File: src/scbr_cfg.svh
// Offsets, field positions, reset values and timing counts of the system control register bank.
`ifndef SCBR_CFG_SVH
`define SCBR_CFG_SVH
`define SCBR_OFS_CPU_CLK 8'h00
`define SCBR_OFS_CE_SEL 8'h02
`define SCBR_OFS_BOOT_EVT 8'h04
`define SCBR_OFS_RAM_PAGE 8'h05
`define SCBR_OFS_SRC_LOW 8'h06
`define SCBR_OFS_SRC_MID 8'h07
`define SCBR_OFS_SRC_HIGH 8'h09
`define SCBR_OFS_SRC_PAGE 8'h0A
`define SCBR_OFS_DST_LOW 8'h0B
`define SCBR_OFS_DST_MID 8'h0C
`define SCBR_OFS_DST_HIGH 8'h0E
`define SCBR_OFS_DST_PAGE 8'h0F
`define SCBR_OFS_CNT_LOW 8'h10
`define SCBR_OFS_CNT_HIGH 8'h11
`define SCBR_OFS_DMA_MODE 8'h12
`define SCBR_OFS_DMA_DIV 8'h29
`define SCBR_OFS_SCRATCH 8'h3F
`define SCBR_OFS_SYS_SET 8'hA6
`define SCBR_MASK_CPU_CLK 8'hF7
`define SCBR_MASK_CE_SEL 8'hFF
`define SCBR_MASK_RAM_PAGE 8'hF7
`define SCBR_MASK_ADDR_HIGH 8'hC7
`define SCBR_MASK_PAGE 8'h07
`define SCBR_MASK_CNT_HIGH 8'h7F
`define SCBR_MASK_DMA_MODE 8'hDB
`define SCBR_MASK_DMA_DIV 8'h07
`define SCBR_RST_CE_SEL 8'h08
`define SCBR_RST_DMA_PAGE 3'h3
`define SCBR_BIT_WDOG 7
`define SCBR_BIT_EXTRST 6
`define SCBR_BIT_LBAT 5
`define SCBR_BIT_EDGE 3
`define SCBR_BIT_IRQ_EN 2
`define SCBR_BIT_LBAT_EN 1
`define SCBR_BIT_BOOT 0
`define SCBR_BIT_SHORT 7
`define SCBR_BIT_LONG 6
`define SCBR_DIV_STOP 3'h7
`define SCBR_PAGE_ORIG 2'h0
`define SCBR_PRESS_MS 10
`define SCBR_CLK_MHZ 100
`define SCBR_PRESS_CYCLES (`SCBR_PRESS_MS * `SCBR_CLK_MHZ * 1000)
`endif

File: src/scbr_pkg.sv
// Types shared by the system control register bank modules.
package scbr_pkg;
    typedef enum logic [1:0] {SRC_LOW_OSC, SRC_HIGH_OSC, SRC_PLL, SRC_RESERVED} scbr_clk_src_t;
    typedef struct packed {
        logic [7:0] addr;
        logic wr;
        logic rd;
        logic [7:0] wdata;
    } scbr_io_req_t;
    typedef struct packed {
        logic ext_mem;
        logic banked;
        logic [2:0] page;
        logic [2:0] upper;
        logic [15:0] low;
    } scbr_dma_addr_t;
    typedef struct packed {
        logic [1:0] wait_states;
        logic dst_down;
        logic src_down;
        logic dst_io;
        logic src_io;
    } scbr_dma_mode_t;
    typedef struct packed {
        logic [3:0] owner_mcu;
        logic [2:0] ext_page;
    } scbr_ram_map_t;
endpackage : scbr_pkg

File: src/scbr_clkdiv.sv
// Power-of-two clock enable divider with an optional stop code.
`include "scbr_cfg.svh"
module scbr_clkdiv #(
    parameter int unsigned CNT_W = 7,
    parameter bit STOP_ON_MAX = 1'b0
) (
    input wire logic sys_clk,
    input wire logic rst,
    input wire logic [2:0] code,
    output logic tick
);
    logic [CNT_W-1:0] count;
    logic [CNT_W-1:0] limit;

    // Terminal count is two to the power of the code, minus one.
    always_comb begin
        limit = CNT_W'((1 << code) - 1);
    end

    // Free counter; the code 111 halts the enable when stopping is allowed.
    always_ff @(posedge sys_clk) begin
        if (rst) begin
            count <= '0;
            tick <= 1'b0;
        end else if (STOP_ON_MAX && code == `SCBR_DIV_STOP) begin
            count <= '0;
            tick <= 1'b0;
        end else if (count >= limit) begin
            count <= '0;
            tick <= 1'b1;
        end else begin
            count <= count + 1'b1;
            tick <= 1'b0;
        end
    end
endmodule : scbr_clkdiv

File: src/scbr_keypress.sv
// Short and long press detection for the power key.
`include "scbr_cfg.svh"
module scbr_keypress #(
    parameter int unsigned PRESS_CYCLES = `SCBR_PRESS_CYCLES
) (
    input wire logic sys_clk,
    input wire logic rst,
    input wire logic key_down,
    input wire logic clear_short,
    output logic short_flag,
    output logic long_flag
);
    typedef enum logic [1:0] {KEY_IDLE, KEY_TIMING, KEY_LONG, KEY_WAIT} scbr_key_state_t;
    scbr_key_state_t state;
    logic [31:0] count;
    logic armed;

    // Press timer; a long press holds off recounting until release.
    always_ff @(posedge sys_clk) begin
        if (rst) begin
            state <= KEY_IDLE;
            count <= '0;
            long_flag <= 1'b0;
        end else begin
            unique case (state)
                KEY_IDLE: begin
                    count <= '0;
                    long_flag <= 1'b0;
                    if (key_down && armed) begin
                        state <= KEY_TIMING;
                    end
                end
                KEY_TIMING: begin
                    count <= count + 1'b1;
                    if (!key_down) begin
                        state <= KEY_IDLE;
                    end else if (count >= PRESS_CYCLES) begin
                        state <= KEY_LONG;
                        long_flag <= 1'b1;
                    end
                end
                KEY_LONG: begin
                    if (!key_down) begin
                        state <= KEY_IDLE;
                    end
                end
                KEY_WAIT: begin
                    state <= KEY_IDLE;
                end
            endcase
        end
    end

    // Short flag: set on release in time, set wins over clear; rearm on clear while held.
    always_ff @(posedge sys_clk) begin
        if (rst) begin
            short_flag <= 1'b0;
            armed <= 1'b1;
        end else if (state == KEY_TIMING && !key_down && armed) begin
            short_flag <= 1'b1;
            armed <= 1'b0;
        end else if (clear_short) begin
            short_flag <= 1'b0;
            if (key_down) begin
                armed <= 1'b1;
            end
        end
    end
endmodule : scbr_keypress

File: src/scbr_regs.sv
// System control register bank: RAM assignment, clocks, chip enables, boot and event flags.
`include "scbr_cfg.svh"
// Functional notes
// - Four bits give each shared RAM block to processor (0) or MCU and DMA (1).
// - Three-bit extended page selects which banked RAM the window reaches.
// - Two-bit field adds zero to three external wait states; boot ROM never waits.
// - Two-bit field picks low oscillator, high oscillator, PLL or reserved clock source.
// - Processor clock divides by one to sixty-four; code 111 stops it.
// - Wake events restore a stopped processor clock to the undivided low oscillator.
// - Shared DMA divider divides by one to 128; resets to code 000.
// - Five bits route pins to port or chip enable; chip enable one resets set.
// - Enabled external interrupt blocks chip enable five and its port function.
// - Three-bit selection decodes to chip enables zero to seven.
// - Watchdog flag is set by watchdog events and cleared by writing one.
// - External reset flag is set after external reset; writing one clears.
// - Low battery pending is set when enabled with battery ADC on; write one clears.
// - Interrupt pin enable and edge select; pull-up on falling, pull-down on rising.
// - Boot bit zero forces address line 15 high until software writes one.
// - Scratch byte is readable and writable and resets to zero.
// - Short press flag set on timely release; write one clears; rearms while held.
// - Read-only long press flag; no recount until the key is released.
// - Two-bit page switch selects which register page is reached; resets to 00.
// - DMA addresses add bits 21:19, external select and banked select bits.
// - DMA page fields use the extended page code and reset to 011.
// - DMA byte count is fifteen bits over low and high registers.
// - DMA mode holds wait states, down-count bits and destination IO select.
// - DMA mode bit zero makes the source an IO port; resets to zero.
module scbr_regs #(
    parameter int unsigned PRESS_CYCLES = `SCBR_PRESS_CYCLES
) (
    input wire logic sys_clk,
    input wire logic rst,
    input wire scbr_pkg::scbr_io_req_t io_req,
    output logic [7:0] io_rdata,
    input wire logic ext_access,
    input wire logic boot_rom_access,
    input wire logic cpu_a15_in,
    input wire logic ext_irq_in,
    input wire logic watchdog_event,
    input wire logic ext_reset_seen,
    input wire logic low_battery_nmi,
    input wire logic battery_adc_en,
    input wire logic button_reset,
    input wire logic alarm_irq,
    input wire logic usb_wake_irq,
    input wire logic lradc_one_irq,
    input wire logic power_key,
    output scbr_pkg::scbr_ram_map_t ram_map,
    output logic [1:0] mem_wait_states,
    output scbr_pkg::scbr_clk_src_t cpu_clk_src,
    output logic cpu_clk_tick,
    output logic dma_clk_tick,
    output logic [4:0] pin_is_chip_enable,
    output logic ext_irq_pin_mode,
    output logic [7:0] chip_enable_n,
    output logic ext_irq_event,
    output logic pull_up_en,
    output logic pull_down_en,
    output logic cpu_a15_out,
    output logic [1:0] reg_page,
    output scbr_pkg::scbr_dma_addr_t dma_one_source_address,
    output scbr_pkg::scbr_dma_addr_t dma_one_dest_address,
    output logic [14:0] dma_one_byte_count,
    output scbr_pkg::scbr_dma_mode_t dma_one_mode
);
    logic [7:0] cpu_clk_reg;
    logic [7:0] ce_sel_reg;
    logic [7:0] ram_page_reg;
    logic [7:0] src_low;
    logic [7:0] src_mid;
    logic [7:0] src_high;
    logic [2:0] src_page;
    logic [7:0] dst_low;
    logic [7:0] dst_mid;
    logic [7:0] dst_high;
    logic [2:0] dst_page;
    logic [7:0] cnt_low;
    logic [6:0] cnt_high;
    logic [7:0] dma_mode_reg;
    logic [2:0] dma_div;
    logic [7:0] scratch;
    logic [1:0] page_sel;
    logic wdog_flag;
    logic extrst_flag;
    logic lbat_flag;
    logic edge_rising;
    logic irq_en;
    logic lbat_en;
    logic boot_done;
    logic irq_prev;
    logic irq_edge;
    logic wake;
    logic short_flag;
    logic long_flag;
    logic cpu_tick_raw;
    logic dma_tick_raw;
    logic [7:0] next_rdata;

    // Register hit on the original page; system settings are reached from every page.
    function automatic logic hit(input logic [7:0] addr, input logic [7:0] ofs,
                                 input logic [1:0] page);
        hit = (addr == ofs) && (page == `SCBR_PAGE_ORIG || ofs == `SCBR_OFS_SYS_SET);
    endfunction : hit

    // Write strobe for one register offset.
    function automatic logic wr_hit(input scbr_pkg::scbr_io_req_t req, input logic [7:0] ofs,
                                    input logic [1:0] page);
        wr_hit = req.wr && hit(req.addr, ofs, page);
    endfunction : wr_hit

    // Interrupt pin edge detection in the selected direction while enabled.
    always_comb begin
        irq_edge = irq_en && (edge_rising ? (ext_irq_in && !irq_prev)
                                          : (!ext_irq_in && irq_prev));
        wake = (cpu_clk_reg[2:0] == `SCBR_DIV_STOP) && (button_reset || alarm_irq
               || irq_edge || usb_wake_irq || lradc_one_irq);
    end

    // Previous pin level and registered interrupt event pulse.
    always_ff @(posedge sys_clk) begin
        if (rst) begin
            irq_prev <= 1'b0;
            ext_irq_event <= 1'b0;
        end else begin
            irq_prev <= ext_irq_in;
            ext_irq_event <= irq_edge;
        end
    end

    // Processor clock control; a wake event overrides a write in the same cycle.
    always_ff @(posedge sys_clk) begin
        if (rst) begin
            cpu_clk_reg <= 8'h00;
        end else if (wake) begin
            cpu_clk_reg <= {cpu_clk_reg[7:6], 6'h00};
        end else if (wr_hit(io_req, `SCBR_OFS_CPU_CLK, page_sel)) begin
            cpu_clk_reg <= io_req.wdata & `SCBR_MASK_CPU_CLK;
        end
    end

    // Chip enable selection and pin multiplexing.
    always_ff @(posedge sys_clk) begin
        if (rst) begin
            ce_sel_reg <= `SCBR_RST_CE_SEL;
        end else if (wr_hit(io_req, `SCBR_OFS_CE_SEL, page_sel)) begin
            ce_sel_reg <= io_req.wdata & `SCBR_MASK_CE_SEL;
        end
    end

    // Boot and event control bits other than the sticky flags.
    always_ff @(posedge sys_clk) begin
        if (rst) begin
            edge_rising <= 1'b0;
            irq_en <= 1'b0;
            lbat_en <= 1'b0;
            boot_done <= 1'b0;
        end else if (wr_hit(io_req, `SCBR_OFS_BOOT_EVT, page_sel)) begin
            edge_rising <= io_req.wdata[`SCBR_BIT_EDGE];
            irq_en <= io_req.wdata[`SCBR_BIT_IRQ_EN];
            lbat_en <= io_req.wdata[`SCBR_BIT_LBAT_EN];
            boot_done <= io_req.wdata[`SCBR_BIT_BOOT];
        end
    end

    // Sticky event flags; a new event wins over a write-one clear.
    always_ff @(posedge sys_clk) begin
        if (rst) begin
            wdog_flag <= 1'b0;
            extrst_flag <= 1'b0;
            lbat_flag <= 1'b0;
        end else begin
            if (watchdog_event) begin
                wdog_flag <= 1'b1;
            end else if (wr_hit(io_req, `SCBR_OFS_BOOT_EVT, page_sel)
                         && io_req.wdata[`SCBR_BIT_WDOG]) begin
                wdog_flag <= 1'b0;
            end
            if (ext_reset_seen) begin
                extrst_flag <= 1'b1;
            end else if (wr_hit(io_req, `SCBR_OFS_BOOT_EVT, page_sel)
                         && io_req.wdata[`SCBR_BIT_EXTRST]) begin
                extrst_flag <= 1'b0;
            end
            if (low_battery_nmi && lbat_en && battery_adc_en) begin
                lbat_flag <= 1'b1;
            end else if (wr_hit(io_req, `SCBR_OFS_BOOT_EVT, page_sel)
                         && io_req.wdata[`SCBR_BIT_LBAT]) begin
                lbat_flag <= 1'b0;
            end
        end
    end

    // RAM ownership, extended page, scratch, DMA divider and page switch.
    always_ff @(posedge sys_clk) begin
        if (rst) begin
            ram_page_reg <= 8'h00;
            scratch <= 8'h00;
            dma_div <= 3'h0;
            page_sel <= `SCBR_PAGE_ORIG;
        end else begin
            if (wr_hit(io_req, `SCBR_OFS_RAM_PAGE, page_sel)) begin
                ram_page_reg <= io_req.wdata & `SCBR_MASK_RAM_PAGE;
            end
            if (wr_hit(io_req, `SCBR_OFS_SCRATCH, page_sel)) begin
                scratch <= io_req.wdata;
            end
            if (wr_hit(io_req, `SCBR_OFS_DMA_DIV, page_sel)) begin
                dma_div <= io_req.wdata[2:0];
            end
            if (wr_hit(io_req, `SCBR_OFS_SYS_SET, page_sel)) begin
                page_sel <= io_req.wdata[1:0];
            end
        end
    end

    // DMA channel one address, page, count and mode registers.
    always_ff @(posedge sys_clk) begin
        if (rst) begin
            src_low <= 8'h00;
            src_mid <= 8'h00;
            src_high <= 8'h00;
            src_page <= `SCBR_RST_DMA_PAGE;
            dst_low <= 8'h00;
            dst_mid <= 8'h00;
            dst_high <= 8'h00;
            dst_page <= `SCBR_RST_DMA_PAGE;
            cnt_low <= 8'h00;
            cnt_high <= 7'h00;
            dma_mode_reg <= 8'h00;
        end else if (io_req.wr && page_sel == `SCBR_PAGE_ORIG) begin
            unique case (io_req.addr)
                `SCBR_OFS_SRC_LOW: src_low <= io_req.wdata;
                `SCBR_OFS_SRC_MID: src_mid <= io_req.wdata;
                `SCBR_OFS_SRC_HIGH: src_high <= io_req.wdata & `SCBR_MASK_ADDR_HIGH;
                `SCBR_OFS_SRC_PAGE: src_page <= io_req.wdata[2:0];
                `SCBR_OFS_DST_LOW: dst_low <= io_req.wdata;
                `SCBR_OFS_DST_MID: dst_mid <= io_req.wdata;
                `SCBR_OFS_DST_HIGH: dst_high <= io_req.wdata & `SCBR_MASK_ADDR_HIGH;
                `SCBR_OFS_DST_PAGE: dst_page <= io_req.wdata[2:0];
                `SCBR_OFS_CNT_LOW: cnt_low <= io_req.wdata;
                `SCBR_OFS_CNT_HIGH: cnt_high <= io_req.wdata[6:0];
                `SCBR_OFS_DMA_MODE: dma_mode_reg <= io_req.wdata & `SCBR_MASK_DMA_MODE;
                default: begin
                end
            endcase
        end
    end

    // Read multiplexer; reserved bits and unmapped offsets return zero.
    always_comb begin
        next_rdata = 8'h00;
        if (page_sel == `SCBR_PAGE_ORIG) begin
            unique case (io_req.addr)
                `SCBR_OFS_CPU_CLK: next_rdata = cpu_clk_reg;
                `SCBR_OFS_CE_SEL: next_rdata = ce_sel_reg;
                `SCBR_OFS_BOOT_EVT: next_rdata = {wdog_flag, extrst_flag, lbat_flag, 1'b0,
                                                  edge_rising, irq_en, lbat_en, boot_done};
                `SCBR_OFS_RAM_PAGE: next_rdata = ram_page_reg;
                `SCBR_OFS_SRC_LOW: next_rdata = src_low;
                `SCBR_OFS_SRC_MID: next_rdata = src_mid;
                `SCBR_OFS_SRC_HIGH: next_rdata = src_high;
                `SCBR_OFS_SRC_PAGE: next_rdata = {5'h00, src_page};
                `SCBR_OFS_DST_LOW: next_rdata = dst_low;
                `SCBR_OFS_DST_MID: next_rdata = dst_mid;
                `SCBR_OFS_DST_HIGH: next_rdata = dst_high;
                `SCBR_OFS_DST_PAGE: next_rdata = {5'h00, dst_page};
                `SCBR_OFS_CNT_LOW: next_rdata = cnt_low;
                `SCBR_OFS_CNT_HIGH: next_rdata = {1'b0, cnt_high};
                `SCBR_OFS_DMA_MODE: next_rdata = dma_mode_reg;
                `SCBR_OFS_DMA_DIV: next_rdata = {5'h00, dma_div};
                `SCBR_OFS_SCRATCH: next_rdata = scratch;
                default: next_rdata = 8'h00;
            endcase
        end
        if (io_req.addr == `SCBR_OFS_SYS_SET) begin
            next_rdata = {short_flag, long_flag, 4'h0, page_sel};
        end
    end

    // Registered read data, valid the cycle after a read strobe.
    always_ff @(posedge sys_clk) begin
        if (rst) begin
            io_rdata <= 8'h00;
        end else if (io_req.rd) begin
            io_rdata <= next_rdata;
        end
    end

    // Registered control outputs for memory, pins and the processor bus.
    always_ff @(posedge sys_clk) begin
        if (rst) begin
            ram_map <= '0;
            mem_wait_states <= 2'h0;
            cpu_clk_src <= scbr_pkg::SRC_LOW_OSC;
            pin_is_chip_enable <= 5'h01;
            ext_irq_pin_mode <= 1'b0;
            chip_enable_n <= 8'hFF;
            pull_up_en <= 1'b0;
            pull_down_en <= 1'b0;
            cpu_a15_out <= 1'b1;
            reg_page <= `SCBR_PAGE_ORIG;
            cpu_clk_tick <= 1'b0;
            dma_clk_tick <= 1'b0;
        end else begin
            ram_map <= {ram_page_reg[7:4], ram_page_reg[2:0]};
            mem_wait_states <= boot_rom_access ? 2'h0 : cpu_clk_reg[7:6];
            cpu_clk_src <= scbr_pkg::scbr_clk_src_t'(cpu_clk_reg[5:4]);
            pin_is_chip_enable <= {ce_sel_reg[7] && !irq_en, ce_sel_reg[6:3]};
            ext_irq_pin_mode <= irq_en;
            chip_enable_n <= ~(ext_access ? (8'h01 << ce_sel_reg[2:0]) : 8'h00);
            pull_up_en <= irq_en && !edge_rising;
            pull_down_en <= irq_en && edge_rising;
            cpu_a15_out <= boot_done ? cpu_a15_in : 1'b1;
            reg_page <= page_sel;
            cpu_clk_tick <= cpu_tick_raw;
            dma_clk_tick <= dma_tick_raw;
        end
    end

    // DMA channel one configuration outputs.
    always_ff @(posedge sys_clk) begin
        if (rst) begin
            dma_one_source_address <= '0;
            dma_one_dest_address <= '0;
            dma_one_byte_count <= 15'h0000;
            dma_one_mode <= '0;
        end else begin
            dma_one_source_address <= {src_high[7], src_high[6], src_page, src_high[2:0],
                                       src_mid, src_low};
            dma_one_dest_address <= {dst_high[7], dst_high[6], dst_page, dst_high[2:0],
                                     dst_mid, dst_low};
            dma_one_byte_count <= {cnt_high, cnt_low};
            dma_one_mode <= {dma_mode_reg[7:6], dma_mode_reg[4:3],
                             dma_mode_reg[1:0]};
        end
    end

    // Processor clock divider with stop code.
    scbr_clkdiv #(
        .CNT_W(7),
        .STOP_ON_MAX(1'b1)
    ) u_cpu_div (
        .sys_clk(sys_clk),
        .rst(rst),
        .code(cpu_clk_reg[2:0]),
        .tick(cpu_tick_raw)
    );

    // Shared DMA clock divider.
    scbr_clkdiv #(
        .CNT_W(8),
        .STOP_ON_MAX(1'b0)
    ) u_dma_div (
        .sys_clk(sys_clk),
        .rst(rst),
        .code(dma_div),
        .tick(dma_tick_raw)
    );

    // Power key press detector.
    scbr_keypress #(
        .PRESS_CYCLES(PRESS_CYCLES)
    ) u_key (
        .sys_clk(sys_clk),
        .rst(rst),
        .key_down(power_key),
        .clear_short(wr_hit(io_req, `SCBR_OFS_SYS_SET, page_sel)
                     && io_req.wdata[`SCBR_BIT_SHORT]),
        .short_flag(short_flag),
        .long_flag(long_flag)
    );
endmodule : scbr_regs

File: config.mk
export PLATFORM = sky130hd
export DESIGN_NAME = scbr_regs
export DESIGN_NICKNAME = d
export VERILOG_FILES = /design/src/scbr_pkg.sv /design/src/scbr_clkdiv.sv /design/src/scbr_keypress.sv /design/src/scbr_regs.sv
export VERILOG_INCLUDE_DIRS = /design/src /design/src/src
export SDC_FILE = /design/constraint.sdc
export NUM_CORES = 1
export LEC_CHECK = 0
export BUFFER_PORTS_ARGS = -buffer_cell sky130_fd_sc_hd__buf_2
export CORE_ASPECT_RATIO = 1.5
export CORE_MARGIN = 2
export CORE_UTILIZATION = 30
export DETAILED_ROUTE_END_ITERATION = 8
export HOLD_SLACK_MARGIN = 0.15
export PLACE_DENSITY = 0.51
export SYNTH_ARGS = -nofsm -noshare
export SYNTH_HDL_FRONTEND = slang
export SYNTH_SLANG_ARGS = --single-unit
File: constraint.sdc
create_clock -name sys_clk -period 4.36 [get_ports sys_clk]
set_input_delay 0.218 -clock sys_clk [delete_from_list [all_inputs] [get_ports sys_clk]]
set_output_delay 0.218 -clock sys_clk [all_outputs]
set_load 0.01 [all_outputs]
# Yosys cells after proc, flatten, opt, wreduce, memory -nomap -nowiden
# Cells that the tools add are included.
dict set report classes {
  n_addsub 5
  order_cmp 3
  n_eq_ne 26
  shift 3
  muxes 27
  bitwise_logic 3
  reduce_logical 69
}
# operator count
set ops {}
lappend ops {{$pmux W8 S17} 1}
lappend ops {{$pmux W32 S2} 1}
lappend ops {{$eq A8 B4 Y1 const B} 6}
lappend ops {{$add A32 B1 Y32 const B} 1}
lappend ops {{$eq A8 B3 Y1 const B} 4}
lappend ops {{$ge A32 B20 Y1 const B} 1}
lappend ops {{$logic_and A1 B1 Y1} 30}
lappend ops {{$reduce_and A2 Y1} 13}
lappend ops {{$eq A8 B5 Y1 const B} 3}
lappend ops {{$mux W8} 3}
lappend ops {{$eq A8 B6 Y1 const B} 2}
lappend ops {{$mux W1} 16}
lappend ops {{$shl A1 B3 Y8 const A} 2}
lappend ops {{$reduce_bool A2 Y1} 6}
lappend ops {{$reduce_or A2 Y1} 5}
lappend ops {{$add A8 B1 Y8 const B} 1}
lappend ops {{$eq A8 B2 Y1 const B} 1}
lappend ops {{$eq A8 B8 Y1 const B} 1}
lappend ops {{$ge A8 B8 Y1} 1}
lappend ops {{$logic_not A8 Y1} 1}
lappend ops {{$mux W2} 4}
lappend ops {{$not A8 Y8} 1}
lappend ops {{$pmux W2 S4} 1}
lappend ops {{$sub A8 B2 Y8 const B} 1}
lappend ops {{other kinds (17)} 30}
dict set report totals {
  ff_bits 276
  in_bits 33
  out_inout_bits 110
  elab_cells 202
}

# Longest topological paths before layout
# Gate-level depths: netlist of run 1.
dict set report logic_depth {
  ltp_word 10
  mapped_depth 13
  ltp_nobuf 11
}

# By module
# A second synthesis of run 1 with hierarchy kept.
dict set report unflattened {
  hier_cells 1290
  area_unflattened_um2 11581.1
}
# mod instances cells_per_inst area_per_inst_um2 seq_area_each_um2
set by_module_without_submodules {}
lappend by_module_without_submodules {scbr_regs 1 935 8389.3 4444.3}
lappend by_module_without_submodules {scbr_keypress 1 220 1989.4 740.7}
lappend by_module_without_submodules {{scbr_clkdiv (u_dma_div)} 1 70 649.4 180.2}
lappend by_module_without_submodules {{scbr_clkdiv (u_cpu_div)} 1 65 553.0 160.2}

# Worst setup path before layout of run 1
# No wires, ideal clock.
dict set report synth_path {
  path_type {register to register}
  from {reg cpu_clk_reg[0]}
  to {reg u_cpu_div.count[2]}
  setup_ps 68
  t_arrival_ps 2605
  required_ps 4292
  setup_slack_ps 1687
  stages_incl_launch_ff 11
  path_buffers 2
  period_less_slack_ps 2673
  path_cell_list {dfxtp_1 -> clkbuf_1 -> or3_1 -> ha_1 -> clkbuf_1 -> xnor2_1 -> ha_1 -> a21o_1 -> a2111oi_0 -> o2111ai_1 -> nor2_1}
}
dict set report synth_between {
  elab_chain_cells 4
  word_cells_on_any_way 5
  classes_between {1 x add/sub; 1 x order compare; 1 x eq/ne; 1 x shift; 1 x reduce/logical}
}
# element line_no
set synth_rtl {}
lappend synth_rtl {{start: declaration} scbr_regs.sv:66} ;# logic [7:0] cpu_clk_reg;
lappend synth_rtl {{start signal: assignment} scbr_regs.sv:135} ;# cpu_clk_reg <= {cpu_clk_reg[7:6], 6'h00};
lappend synth_rtl {{start signal: assignment} scbr_regs.sv:137} ;# cpu_clk_reg <= io_req.wdata & `SCBR_MASK_CPU_CLK;
lappend synth_rtl {{$shl A1 B3 Y7} scbr_clkdiv.sv:17} ;# limit = CNT_W'((1 << code) - 1);
lappend synth_rtl {{$sub A7 B2 Y7} scbr_clkdiv.sv:17}
lappend synth_rtl {{$ge A7 B7 Y1} scbr_clkdiv.sv:28} ;# end else if (count >= limit) begin
lappend synth_rtl {{$reduce_or A3 Y1 (no line) (*)} --}
lappend synth_rtl {{end signal: assignment} scbr_clkdiv.sv:32} ;# count <= count + 1'b1;
lappend synth_rtl {{end: declaration} scbr_clkdiv.sv:12} ;# logic [CNT_W-1:0] count;
# Every way passes the cells marked *; elsewhere a longest branch is shown, timed or not.
# A chain may end at the register's enable or synchronous reset.

# Worst setup path in the final report of run 1
dict set report layout_path {
  from {reg cpu_clk_reg[0]}
  to {reg u_cpu_div.count[5]}
}
# The elaborated chain is that of the path after synthesis.

==> results of run 1 <==
area by class of cell:
| cell class | count | area, um2 | share of cell area [%] |
|---|---|---|---|
| Antenna cell | 1 | 2.502 | 0.01864 |
| Sequential cell | 276 | 5525 | 41.17 |
| Clock buffer | 35 | 798.3 | 5.948 |
| Timing Repair Buffer | 176 | 1020 | 7.598 |
| Tap cell | 484 | 605.6 | 4.512 |
| Clock inverter | 18 | 237.7 | 1.771 |
| Multi-Input combinational cell | 884 | 5169 | 38.51 |
| Inverter | 17 | 63.81 | 0.4754 |
synthesized netlist by cell type, types with 3 or more instances:
cell type / number / area, um2
sky130_fd_sc_hd__dfxtp_1: 276 / 5525
sky130_fd_sc_hd__nand2_1: 163 / 611.8
sky130_fd_sc_hd__nand3_1: 131 / 655.6
sky130_fd_sc_hd__a21oi_1: 113 / 565.5
sky130_fd_sc_hd__nor2b_1: 98 / 613.1
sky130_fd_sc_hd__nor2_1: 76 / 285.3
sky130_fd_sc_hd__clkbuf_1: 55 / 206.5
sky130_fd_sc_hd__o21ai_0: 33 / 165.2
sky130_fd_sc_hd__mux2i_1: 31 / 310.3
sky130_fd_sc_hd__ha_1: 20 / 250.2
sky130_fd_sc_hd__xnor2_1: 18 / 157.7
sky130_fd_sc_hd__buf_2: 17 / 85.08
sky130_fd_sc_hd__inv_1: 17 / 63.81
sky130_fd_sc_hd__xor2_1: 16 / 140.1
sky130_fd_sc_hd__a22oi_1: 15 / 112.6
sky130_fd_sc_hd__and2_1: 12 / 75.07
sky130_fd_sc_hd__or3_1: 12 / 75.07
sky130_fd_sc_hd__nor3_1: 11 / 55.05
sky130_fd_sc_hd__and3_1: 10 / 62.56
sky130_fd_sc_hd__a32oi_1: 9 / 78.83
sky130_fd_sc_hd__nor4_1: 9 / 56.30
sky130_fd_sc_hd__nand2b_1: 8 / 50.05
sky130_fd_sc_hd__nor3b_1: 7 / 52.55
sky130_fd_sc_hd__a21o_1: 6 / 45.04
sky130_fd_sc_hd__a31oi_1: 5 / 31.28
sky130_fd_sc_hd__and4_1: 5 / 43.79
sky130_fd_sc_hd__buf_1: 5 / 18.77
sky130_fd_sc_hd__nand4_1: 5 / 31.28
sky130_fd_sc_hd__or2_2: 5 / 31.28
sky130_fd_sc_hd__a211oi_1: 4 / 30.03
sky130_fd_sc_hd__a22o_1: 4 / 35.03
sky130_fd_sc_hd__buf_6: 4 / 45.04
sky130_fd_sc_hd__o31ai_1: 4 / 30.03
sky130_fd_sc_hd__buf_4: 3 / 22.52
sky130_fd_sc_hd__mux2_2: 3 / 33.78
sky130_fd_sc_hd__nand3b_1: 3 / 22.52
sky130_fd_sc_hd__o22ai_1: 3 / 18.77
per-stage QoR:
step                      worst slack [ns]  hold slack, ns  utilization, %
after floorplan                      1.687          0.2938               -
final                                1.456          0.1505           36.58
after global routing                 1.272          0.1776           36.58
after CTS                            1.476          0.1516           36.57
after detailed placement             1.504          0.4071           33.23
after global placement               1.563          0.4050           33.23
power groups by stage:
stage | Sequential [mW] | Combinational [mW] | Clock (mW)
finish | 2.54 | 0.209 | 2.66
global route | 2.54 | 0.226 | 2.82
CTS | 2.54 | 0.209 | 2.74
detailed placement | 2.60 | 0.195 | 0
global placement | 2.60 | 0.195 | 0
floorplan | 2.60 | 0.121 | 0
worst register-to-register path, cell delays in order, from the launching register on:
cell                        delay (ns)
sky130_fd_sc_hd__dfxtp_1          0.39
sky130_fd_sc_hd__or3_1            0.45
sky130_fd_sc_hd__ha_1             0.29
sky130_fd_sc_hd__xnor2_1          0.23
sky130_fd_sc_hd__ha_1             0.26
sky130_fd_sc_hd__a21o_1           0.15
sky130_fd_sc_hd__a2111oi_0        0.51
sky130_fd_sc_hd__o2111ai_1        0.36
sky130_fd_sc_hd__nor2_1           0.20
kinds of logic (layout without fill, tap and decap cells):
logic type / after synthesis / after routing / share of synthesized area [%]
buffers and inverters: 101 / 246 / 3.968
XOR/XNOR: 34 / 34 / 2.676
AND/OR/NAND/NOR: 572 / 572 / 26.17
other: 1 / 2 / 0.03369
adder cells (fa/ha/maj): 20 / 20 / 2.248
AO/OA/AOI/OAI: 223 / 223 / 12.16
flip-flops: 276 / 276 / 49.65
multiplexers: 34 / 34 / 3.092
repair_timing:
item / 4_1_cts / 5_1_grt
endpoints found under the hold margin: 79 / 0
hold buffers: 19 / 0
setup endpoints to repair: 0 / 0
routing by layer:
metal	GRT usage [%]	wire length, um	vias to the layer above
met3	2.639	1657	73
met1	20.76	14280	4533
met4	7.927	1477	6
li1	-	-	4605
met2	33.45	18340	245
met5	0	32	-
worst paths after layout:
| kind | startpoint | endpoint | cells after the start |
|---|---|---|---|
| worst max-delay path | cpu_clk_reg[0] | u_cpu_div.count[5] | 8 |
| worst min register to register | u_dma_div.tick | dma_clk_tick | 1 |
| worst max register to register | cpu_clk_reg[0] | u_cpu_div.count[5] | 8 |
| worst min-delay path | io_req[1] | lbat_en | 3 |
==> impl_summary.txt, run 1 <==
----------------------------------------------------
[Outcome]
  Run status ... finished clean

[Placed design]
  Placer congestion estimate ... 0.9490
  Port Buf Inserts ... about 140
  Cell count after placement ... 1818
  Post-placement cell area ... 0.01219 mm2
  Half-perimeter wire length after placement ... ~26 mm

[Power]
  Total net switching power ... about 1.2 mW
  Overall power of the completed layout ... around 5.4 mW
  Peak VDD IR ... roughly 0.00026 V
  Clk network pwr share ... 49.2%
  Leakage power of the design ... between 5 and 6 nW
  Part of the total power dissipated in sequential elements ... a little under half
  Internal ... between 4 and 5 mW
  Switching power share of the total ... a little under a quarter
  Combinational share of power ... under 10%
  Cell Pwr Density ... between 400 and 500 mW/mm2

[Detailed routing]
  Number of remaining DRC errors ... 0
  Iteration-0 DRC count of the detailed router ... ~630
  First-pass detailed-route iteration total ... 5
  Sum of routed wire length over all layers ... approximately 36 mm
  Total via count in the routed design ... 9462
  Post-DRT Antenna Nets ... 0
  Mean routed wirelength per cell ... 18.93 um
  Post-detailed-route via-to-cell ratio ... ~5

[Die]
  Height of the die ... roughly 240 um
  Area of the core ... 0.03669 mm2
  Full die area ... a little under 0.04 mm2
  Die Span X ... 161.3 um
  Number of core rows ... 86
  Starting density of the core ... a little under a third
  Number of ports placed on the die boundary ... ~140

[Setup path]
  Req. time, crit path ... between 4 and 5 ns
  Cell-by-cell trace of the critical path ... or3_1 > ha_1 > xnor2_1 > ha_1 > a21o_1 > a2111oi_0 > o2111ai_1 > nor2_1
  Reg-to-reg slack, setup ... 1.46 ns
  Arrival time at the worst endpoint ... ~3.4 ns
  Most frequent CP cell ... sky130_fd_sc_hd__ha_1
  Worst stage delay on the critical path ... ~0.5 ns
  Type of destination of the critical path ... flip-flop
  Worst Path Buf+Inv ... 0
  Worst-path cell with the longest stage delay ... sky130_fd_sc_hd__a2111oi_0
  Maximum fanout along the worst path ... 9
  Worst Path Class, Setup ... reg2reg
  Category of cells accounting for the largest share of critical-path delay ... compound AO/OA/AOI/OAI gates
  Element type at the critical path start ... flip-flop

[Job]
  Number of max-capacitance violations reported ... 0

[Synthesis]
  Yosys warning count ... 0
  Total nets after synthesis ... between 1000 and 1500
  Cell area after technology mapping ... about 0.011 mm2
  Async SR Flop Fraction ... 0%
  Number of register bits inferred by synthesis ... roughly 280
  Seq/Total Area, Yosys ... between 40% and 50%
  Unique cell type count in the Yosys netlist ... 70
  Synthesized instance count ... approximately 1300
  Number of enable-type register cells in the synthesized netlist ... 0
  Avg Synthesized Cell Area ... between 8 and 9 um2
  Most common flop cell mapped by yosys ... sky130_fd_sc_hd__dfxtp_1

[Clock network]
  Clk root buf ... sky130_fd_sc_hd__clkbuf_16
  Clock slew at the register clock pins of the worst setup and hold paths ... 0.06 ns
  Clock latency reported for the late side of the worst-skew pair ... around 0.56 ns
  Inserted Clock Buffers ... 29
  CTS resizes ... 0
  CTS tree ... yes
  Buffer levels on the longest clock path ... 3
  H-tree depth ... 1
  Buffers inserted by post-CTS timing repair ... 0
  Total clock sinks ... approximately 280

[Timing]
  Setup skew after layout ... about 0.0083 ns
  Final-layout setup total negative slack ... 0 ns
  Min Tclk post-route ... between 2 and 3 ns
  Transition time of the tightest slew-check pin ... about 0.84 ns
  Post-route fraction of the period consumed by the critical path ... around two thirds
  Final Hold Violating Endpoints ... 0
  Total of endpoints with negative setup slack in the final report ... 0
  Achievable frequency ... between 300 and 400 MHz
  Worst slew margin relative to its limit ... ~44%
  Pins Over Slew Limit ... 0
  RSZ-0062 raised after global routing ... no

[Min path]
  Class of the tightest hold or removal check ... in2reg

[Layout]
  Number of flip-flops in the largest register ... 32
  Final Non-Filler Cells ... about 1900
  Count of nets after finishing ... between 1000 and 1500
  Commonest cells after routing, fill and taps aside ... sky130_fd_sc_hd__dfxtp_1, sky130_fd_sc_hd__nand2_1, sky130_fd_sc_hd__buf_2, sky130_fd_sc_hd__nand3_1, sky130_fd_sc_hd__a21oi_1
  # fillers ... 3811
  Finished layout cell area ... between 0.01 and 0.015 mm2
  Ratio of cells with drive above 1 in the final layout ... 16.50%
  Top reg by flops ... u_key.count
  Largest registers ... u_key.count (32), dma_one_dest_address (24), dma_one_source_address (24)
  Most common cell after layout, fill and taps aside ... sky130_fd_sc_hd__dfxtp_1
  Area growth, synth to finish ... 20.60%

[Global route]
  Largest net degree at the start of global routing ... between 90 and 100
  Combined global-route utilization of all metal layers ... 18.16%
  Antenna violations before repair ... 4
  Number of global-route vias before repair ... roughly 9100
  First-pass GRT wire length ... roughly 54 mm
  Grt total ovfl ... 0

----------------------------------------------------
No activity file was read; power rests on OpenSTA's default activity.
==> run 2: changes to the inputs <==
ABC_AREA = 1   (was unset)
PLACE_DENSITY = 0.53   (was 0.51)
clock period = 2.4 ns   (was 4.36 ns; I/O delays follow)
==> run 2 against run 1 <==
  * Hold slack better by 0.013 ns
  * Synthesized area is 0.31% higher
  * Flip-flop and latch count stayed put
  * Via count is 4.6% higher
  * Combinational power is 89% higher
  * Utilization is 0.96 points higher
  * Clock-buffer cell count is 2 lower
  * Sequential share of layout area is 1.0 points lower
  * Fmax is 26% higher
  * Non-clock buffer count is 15 higher
  * Cell count is 14% higher
  * Cell area is 2.6% higher
  * Largest cell class unchanged
  * Largest power group unchanged
==> impl_summary.txt, run 2 <==
----------------------------------------------------
[Synthesis]
  Unique cell type count in the Yosys netlist ... 44 (-37%)
  Fraction of post-synthesis cell area in the top cell type by area ... 49.49% (-0.16 points)
  Leading cell types by total area after synthesis ... sky130_fd_sc_hd__dfxtp_1, sky130_fd_sc_hd__nor2_1, sky130_fd_sc_hd__nand2_1
  Seq/Total Area, Yosys ... 49.49% (-0.16 points)
  Leading post-synthesis cells by instance count ... sky130_fd_sc_hd__dfxtp_1, sky130_fd_sc_hd__nor2_1, sky130_fd_sc_hd__nand2_1
  Cell area after technology mapping ... 0.01116 mm2 (+0.31%)
  Async SR Flop Fraction ... 0% (unchanged)
  Top-count cell post-synth ... sky130_fd_sc_hd__dfxtp_1
  Cell taking the most area after synthesis ... sky130_fd_sc_hd__dfxtp_1
  Synthesized instance count ... 1474 (+17%)
  Most common flop cell mapped by yosys ... sky130_fd_sc_hd__dfxtp_1
  Total nets after synthesis ... 1527 (+16%)
  Avg Synthesized Cell Area ... 7.574 um2 (-14%)
  Number of enable-type register cells in the synthesized netlist ... 0 (unchanged)
  Number of register bits inferred by synthesis ... 276 (unchanged)
  Yosys warning count ... 0 (unchanged)

[Detailed routing]
  Number of remaining DRC errors ... 0 (unchanged)
  Sum of routed wire length over all layers ... 34.72 mm (-3.0%)
  Total via count in the routed design ... 9900 (+4.6%)
  First-pass detailed-route iteration total ... 5 (unchanged)
  Post-detailed-route via-to-cell ratio ... 4.603 (-8.0%)
  Mean routed wirelength per cell ... 16.14 um (-15%)
  Iteration-0 DRC count of the detailed router ... 512 (-19%)
  Post-DRT Antenna Nets ... 0 (unchanged)

[Timing]
  Min Tclk post-route ... 2.307 ns (-0.5976 ns)
  Post-route fraction of the period consumed by the critical path ... 96.11% (+30 points)
  Achievable frequency ... 433.5 MHz (+26%)
  RSZ-0062 raised after global routing ... yes
  Worst slew margin relative to its limit ... 20.97% (-23 points)
  Pins Over Slew Limit ... 0 (unchanged)
  Total of endpoints with negative setup slack in the final report ... 0 (unchanged)
  Final Hold Violating Endpoints ... 0 (unchanged)
  Transition time of the tightest slew-check pin ... 1.186 ns (+0.3433 ns)
  Setup skew after layout ... 0.01400 ns (+0.005657 ns)

[Die]
  Full die area ... 0.03881 mm2 (+0.31%)
  Number of ports placed on the die boundary ... 143 (unchanged)
  Starting density of the core ... 30.43% (+0.095 points)
  Area of the core ... 0.03669 mm2 (unchanged)
  Die Span X ... 161.5 um (+0.15%)
  Height of the die ... 240.3 um (+0.15%)
  Number of core rows ... 86 (unchanged)

[Layout]
  Largest registers ... u_key.count (32), dma_one_dest_address (24), dma_one_source_address (24)
  Ratio of cells with drive above 1 in the final layout ... 16.93% (+0.43 points)
  Most common cell after layout, fill and taps aside ... sky130_fd_sc_hd__dfxtp_1
  Number of flip-flops in the largest register ... 32 (unchanged)
  Area growth, synth to finish ... 23.39%
  Top reg by flops ... u_key.count
  Count of nets after finishing ... 1697 (+18%)
  Commonest cells after routing, fill and taps aside ... sky130_fd_sc_hd__dfxtp_1, sky130_fd_sc_hd__nor2_1, sky130_fd_sc_hd__nand2_1, sky130_fd_sc_hd__inv_1, sky130_fd_sc_hd__a21oi_1
  Final core area utilization ... 37.54% (+0.96 points)

[Global route]
  Combined global-route utilization of all metal layers ... 17.58% (-0.58 points)
  Largest net degree at the start of global routing ... 113 (+23%)
  Antenna violations before repair ... 1 (-3)
  Grt total ovfl ... 0 (unchanged)
  First-pass GRT wire length ... 52.98 mm (-1.8%)
  Number of global-route vias before repair ... 9464 (+4.4%)

[Clock network]
  H-tree depth ... 1 (unchanged)
  Clk root buf ... sky130_fd_sc_hd__clkbuf_16
  Buffer levels on the longest clock path ... 3 (unchanged)
  Clock slew at the register clock pins of the worst setup and hold paths ... 0.07 ns (about the same)
  CTS tree ... yes
  Inserted Clock Buffers ... 29 (unchanged)
  Clock latency reported for the late side of the worst-skew pair ... 0.55 ns (about the same)
  Total clock sinks ... 276 (unchanged)

[Setup path]
  Req. time, crit path ... 2.86 ns (-1.99 ns)
  Element type at the critical path start ... flip-flop
  Launch point of the worst reg-to-reg path ... cpu_clk_reg[1]
  Worst Setup SP ... cpu_clk_reg[1]
  Type of destination of the critical path ... flip-flop
  Arrival time at the worst endpoint ... 2.77 ns (-0.62 ns)
  Worst Path Class, Setup ... reg2reg
  Maximum fanout along the worst path ... 7 (-2)

[Power]
  Overall power of the completed layout ... 9.857 mW (+82%)
  Cell Pwr Density ... 715.6 mW/mm2 (+77%)
  Leakage power of the design ... 5.733 nW (+15%)
  Peak VDD IR ... 0.0005945 V (+130%)

[Min path]
  Class of the tightest hold or removal check ... in2reg
  Critical hold path startpoint ... lradc_one_irq

[Placed design]
  Half-perimeter wire length after placement ... 26.00 mm (+1.1%)
  Port Buf Inserts ... 142 (unchanged)
  Placer congestion estimate ... 0.9340 (-1.6%)

[Outcome]
  Run status ... finished clean

[Job]
  Number of max-capacitance violations reported ... 0 (unchanged)

----------------------------------------------------
## run 2: cell count changes after synthesis, moves of 13 or more
cell	change
sky130_fd_sc_hd__a21oi_1	+31
sky130_fd_sc_hd__nand4_1	+13
sky130_fd_sc_hd__mux2i_1	-31
sky130_fd_sc_hd__nand2_1	+54
sky130_fd_sc_hd__xnor2_1	-16
sky130_fd_sc_hd__nand3_1	-65
sky130_fd_sc_hd__clkbuf_1	-19
sky130_fd_sc_hd__a22oi_1	-15
sky130_fd_sc_hd__nor2b_1	-98
sky130_fd_sc_hd__nor2_1	+145
sky130_fd_sc_hd__inv_1	+177
sky130_fd_sc_hd__o21ai_0	+98
## run 2: metal layers
metal,wire [um],global-route usage (%),up-vias
met4,1364,7.711,0
met2,17870,32.61,232
met3,1722,2.760,59
met5,0,0,-
li1,-,-,5086
met1,13770,19.71,4523
## run 2: path summary, 6_finish.rpt
path | slack [ns] | to | depth (start not counted)
hold reg to reg | 0.43 | cpu_clk_tick | 2
setup reg to reg | 0.09 | u_cpu_div.count[2] | 13
setup / recovery | 0.09 | u_cpu_div.count[2] | 13
hold / removal | 0.16 | cpu_clk_reg[7] | 7
## run 2: kinds of logic (layout without fill, tap and decap cells)
group | after synthesis | after routing | synth area share, %
other cells | 1 | 2 | 0.03359
fa+ha+maj | 20 | 20 | 2.241
simple gates | 598 | 598 | 23.57
buf+inv | 256 | 448 | 9.134
xor+xnor | 10 | 10 | 0.7845
compound gates | 313 | 313 | 14.75
flops | 276 | 276 | 49.49
## run 2: repair_timing
action,CTS,global route
buffers inserted,1,3
pin swaps,3,5
hold buffers,26,0
endpoints found under the setup margin,3,8
hold endpoints to repair,131,0
gates resized for setup,8,12
## run 2: through the flow
stage	setup TNS (ns)	cells	area [um2]	setup slack, ns	hold slack, ns
after CTS	0	2147	13720	0.001524	0.1535
after global placement	0	2067	12380	0.03223	0.3048
after floorplan	0	1474	11160	0.02170	0.1958
final	0	2151	13780	0.09332	0.1640
after detailed placement	-0.04353	2067	12380	-0.03201	0.3111
after global routing	-0.1556	2151	13780	-0.05794	0.2198
## run 2: power by group
group | total, mW | internal, mW | switching (mW)
sequential | 4.62 | 4.61 | 0.0135
combinational | 0.394 | 0.116 | 0.278
clock | 4.84 | 2.88 | 1.96
## run 2: critical path, stage by stage, from the launching register on
cell and delay [ns]:
sky130_fd_sc_hd__dfxtp_4 0.36, sky130_fd_sc_hd__inv_1 0.09, sky130_fd_sc_hd__nand3_2 0.10, sky130_fd_sc_hd__ha_4 0.19, sky130_fd_sc_hd__o21ai_2 0.07, sky130_fd_sc_hd__a21oi_2 0.05, sky130_fd_sc_hd__xor2_1 0.14, sky130_fd_sc_hd__ha_1 0.35
sky130_fd_sc_hd__nand2_2 0.09, sky130_fd_sc_hd__inv_1 0.04, sky130_fd_sc_hd__nand4_1 0.09, sky130_fd_sc_hd__o2111ai_2 0.11, sky130_fd_sc_hd__nand3b_1 0.32, sky130_fd_sc_hd__nor3_1 0.22
## run 2: final cells by class
cell class | instances | area [um2]
antenna | 1 | 2.502
clock buffer | 33 | 770.7
tap | 484 | 605.6
sequential | 276 | 5530
clock inverter | 20 | 265.3
timing repair buffer | 191 | 1159
inverter | 204 | 765.7
multi-input combinational | 942 | 4677
fill | 3883 | 22920
==> run 3: changes to the inputs <==
--- a/config.mk
+++ b/config.mk
@@ -9,2 +9,3 @@
 export ABC_AREA = 1
+export ABC_CLOCK_PERIOD_IN_PS = 2400
 export BUFFER_PORTS_ARGS = -buffer_cell sky130_fd_sc_hd__buf_2
==> constraint.sdc (replaced) <==
create_clock -name sys_clk -period 2.4 [get_ports sys_clk]
set_input_delay 0 -clock sys_clk [delete_from_list [all_inputs] [get_ports sys_clk]]
set_output_delay 0 -clock sys_clk [all_outputs]
set_load 0.01 [all_outputs]
==> run 3 against run 2 <==
  * Via count increased by 0.79%
  * Sequential share of layout area decreased by 0.14 points
  * Clock-buffer cell count decreased by 1
  * Cell area increased by 0.35%
  * Largest cell class unchanged
  * Die area unchanged
  * Utilization increased by 0.13 points
  * Setup slack improved by 0.046 ns
  * Critical endpoint is now cpu_clk_reg[4]
  * Critical path type unchanged
==> impl_summary.txt, run 3 (synthesis gave the netlist of run 2 again) <==
----------------------------------------------------
[Clock network]
  Buffer levels on the longest clock path ... 3 (unchanged)
  Total clock sinks ... 276 (unchanged)
  Inserted Clock Buffers ... 28 (-3.4%)
  Clock slew at the register clock pins of the worst setup and hold paths ... 0.06 ns (about the same)
  Clk root buf ... sky130_fd_sc_hd__clkbuf_16
  CTS tree ... yes
  H-tree depth ... 1 (unchanged)
  Clock latency reported for the late side of the worst-skew pair ... 0.56 ns (about the same)

[Layout]
  Final antenna diode count ... 0 (-1)
  Count of nets after finishing ... 1715 (+1.1%)
  Number of flip-flops in the largest register ... 32 (unchanged)
  Most common cell after layout, fill and taps aside ... sky130_fd_sc_hd__dfxtp_1
  Commonest cells after routing, fill and taps aside ... sky130_fd_sc_hd__dfxtp_1, sky130_fd_sc_hd__nor2_1, sky130_fd_sc_hd__nand2_1, sky130_fd_sc_hd__inv_1, sky130_fd_sc_hd__a21oi_1
  Ratio of cells with drive above 1 in the final layout ... 16.24% (-0.69 points)
  Register cell area after layout ... 0.005530 mm2 (unchanged)
  Final core area utilization ... 37.67% (+0.13 points)
  Top reg by flops ... u_key.count
  Finished layout cell area ... 0.01382 mm2 (+0.35%)
  Area occupied by multi-input gates ... 0.004654 mm2 (-0.48%)
  # fillers ... 3857 (-0.67%)
  Area growth, synth to finish ... 23.82%
  Largest registers ... u_key.count (32), dma_one_dest_address (24), dma_one_source_address (24)

[Timing]
  Post-route fraction of the period consumed by the critical path ... 94.18% (-1.9 points)
  Post-Route Hold Slack ... 0.2190 ns (+0.05501 ns)
  Pins Over Slew Limit ... 0 (unchanged)
  Final-layout setup total negative slack ... 0 ns (unchanged)
  Transition time of the tightest slew-check pin ... 0.7878 ns (-0.3977 ns)
  Achievable frequency ... 442.4 MHz (+2.1%)
  Total of endpoints with negative setup slack in the final report ... 0 (unchanged)
  Worst slew margin relative to its limit ... 47.48% (+27 points)
  Final Hold Violating Endpoints ... 0 (unchanged)
  Min Tclk post-route ... 2.260 ns (-0.04641 ns)
  Setup skew after layout ... 0.009851 ns (-0.004149 ns)

[Global route]
  Largest net degree at the start of global routing ... 79 (-30%)
  Antenna violations before repair ... 0 (-1)
  Combined global-route utilization of all metal layers ... 17.74% (+0.16 points)
  Grt total ovfl ... 0 (unchanged)
  Number of global-route vias before repair ... 9636 (+1.8%)
  First-pass GRT wire length ... 53.32 mm (+0.65%)

[Detailed routing]
  Sum of routed wire length over all layers ... 35.12 mm (+1.1%)
  Post-DRT Antenna Nets ... 0 (unchanged)
  Number of remaining DRC errors ... 0 (unchanged)
  Total via count in the routed design ... 9978 (+0.79%)
  Iteration-0 DRC count of the detailed router ... 592 (+16%)
  Mean routed wirelength per cell ... 16.22 um (+0.48%)
  First-pass detailed-route iteration total ... 5 (unchanged)
  Post-detailed-route via-to-cell ratio ... 4.609 (+0.14%)

[Placed design]
  Port Buf Inserts ... 142 (unchanged)
  Post-placement cell area ... 0.01236 mm2 (-0.22%)
  Placer congestion estimate ... 0.9435 (+1.0%)
  Half-perimeter wire length after placement ... 26.06 mm (+0.22%)

[Setup path]
  Type of destination of the critical path ... flip-flop
  Maximum fanout along the worst path ... 12 (+5)
  Depth of the most critical reg-to-reg path ... 8 (-5)
  Req. time, crit path ... 2.91 ns (+0.05 ns)
  Launch point of the worst reg-to-reg path ... page_sel[1]
  Capture point of the worst path ... cpu_clk_reg[4]
  Reg-to-reg slack, setup ... 0.14 ns (+0.05 ns)
  Critical register-to-register path endpoint ... cpu_clk_reg[4]
  Worst Path Class, Setup ... reg2reg
  Element type at the critical path start ... flip-flop
  Arrival time at the worst endpoint ... 2.77 ns (about the same)
  Worst Setup SP ... page_sel[1]

[Job]
  Number of max-capacitance violations reported ... 0 (unchanged)

[Outcome]
  Run status ... finished clean

[Power]
  Cell Pwr Density ... 684.5 mW/mm2 (-4.3%)
  Peak VDD IR ... 0.0004973 V (-16%)
  Leakage power of the design ... 5.736 nW (about the same)

[Die]
  Area of the core ... 0.03669 mm2 (unchanged)
  Starting density of the core ... 30.43% (unchanged)
  Full die area ... 0.03881 mm2 (unchanged)
  Die Span X ... 161.5 um (unchanged)
  Height of the die ... 240.3 um (unchanged)
  Number of ports placed on the die boundary ... 143 (unchanged)
  Number of core rows ... 86 (unchanged)

[Min path]
  Class of the tightest hold or removal check ... in2reg

----------------------------------------------------
## run 3: cell types whose count changed in the layout (fill, tap and decap cells not counted), moves of 3 or more
cell,change
sky130_fd_sc_hd__clkinv_2,+3
sky130_fd_sc_hd__clkinvlp_4,+3
sky130_fd_sc_hd__dlygate4sd3_1,+19
sky130_fd_sc_hd__inv_6,-5
sky130_fd_sc_hd__nand2_2,-3
## run 3: worst min path at each step
stage	from	end	slack [ns]	depth (start not counted)
after global placement	boot_rom_access	mem_wait_states[0]	0.19	2
final	io_req[14]	page_sel[0]	0.22	7
after CTS	io_req[14]	page_sel[1]	0.18	7
after detailed placement	boot_rom_access	mem_wait_states[1]	0.19	2
after global routing	io_req[14]	page_sel[1]	0.25	7
after floorplan	boot_rom_access	mem_wait_states[0]	0.08	1
## run 3: metal layers
layer | vias up | GRT usage, % | routed length, um
met5 | - | 0 | 0
met4 | 0 | 8.550 | 1599
met3 | 64 | 3.174 | 1904
met2 | 260 | 32.01 | 17690
met1 | 4535 | 20.09 | 13930
li1 | 5119 | - | -
## run 3: cell type report
type | instances | share of cell area (%)
sequential | 276 | 40.01
multi-input combinational | 942 | 33.67
timing repair buffer | 210 | 9.694
inverter | 204 | 5.567
clock buffer | 32 | 5.322
tap | 484 | 4.381
clock inverter | 17 | 1.358
## run 3: power breakdown
group | internal [mW] | leakage [nW] | switching (mW)
clock | 2.53 | 0.449 | 1.91
combinational | 0.125 | 3.06 | 0.283
sequential | 4.61 | 2.23 | 0.0126
## run 3: metrics by stage
| stage | power (mW) | setup slack (ns) | std cells |
|---|---|---|---|
| 2_1_floorplan | 4.935 | 0.02170 | 1474 |
| 3_3_place_gp | 5.082 | 0.03944 | 2065 |
| 3_5_place_dp | 5.086 | -0.04251 | 2065 |
| 4_1_cts | 9.552 | 0.003642 | 2159 |
| 5_1_grt | 9.774 | -0.02340 | 2165 |
| 6_report | 9.462 | 0.1397 | 2165 |
## run 3: what timing repair did
item,4_1_cts,5_1_grt
hold buffers,45,0
buffers inserted,0,6
pin swaps,2,4
endpoints found under the hold margin,197,0
setup endpoints to repair,4,12
resized for setup,7,11
## run 3: worst max-delay path: stages (launching register included)
cell and delay [ns]:
sky130_fd_sc_hd__dfxtp_1 0.34, sky130_fd_sc_hd__nor2_4 0.12, sky130_fd_sc_hd__inv_2 0.05, sky130_fd_sc_hd__nor2_4 0.11, sky130_fd_sc_hd__buf_6 0.18, sky130_fd_sc_hd__nand3_1 0.08
sky130_fd_sc_hd__dlygate4sd3_1 0.57, sky130_fd_sc_hd__a21oi_1 0.16, sky130_fd_sc_hd__dlygate4sd3_1 0.57
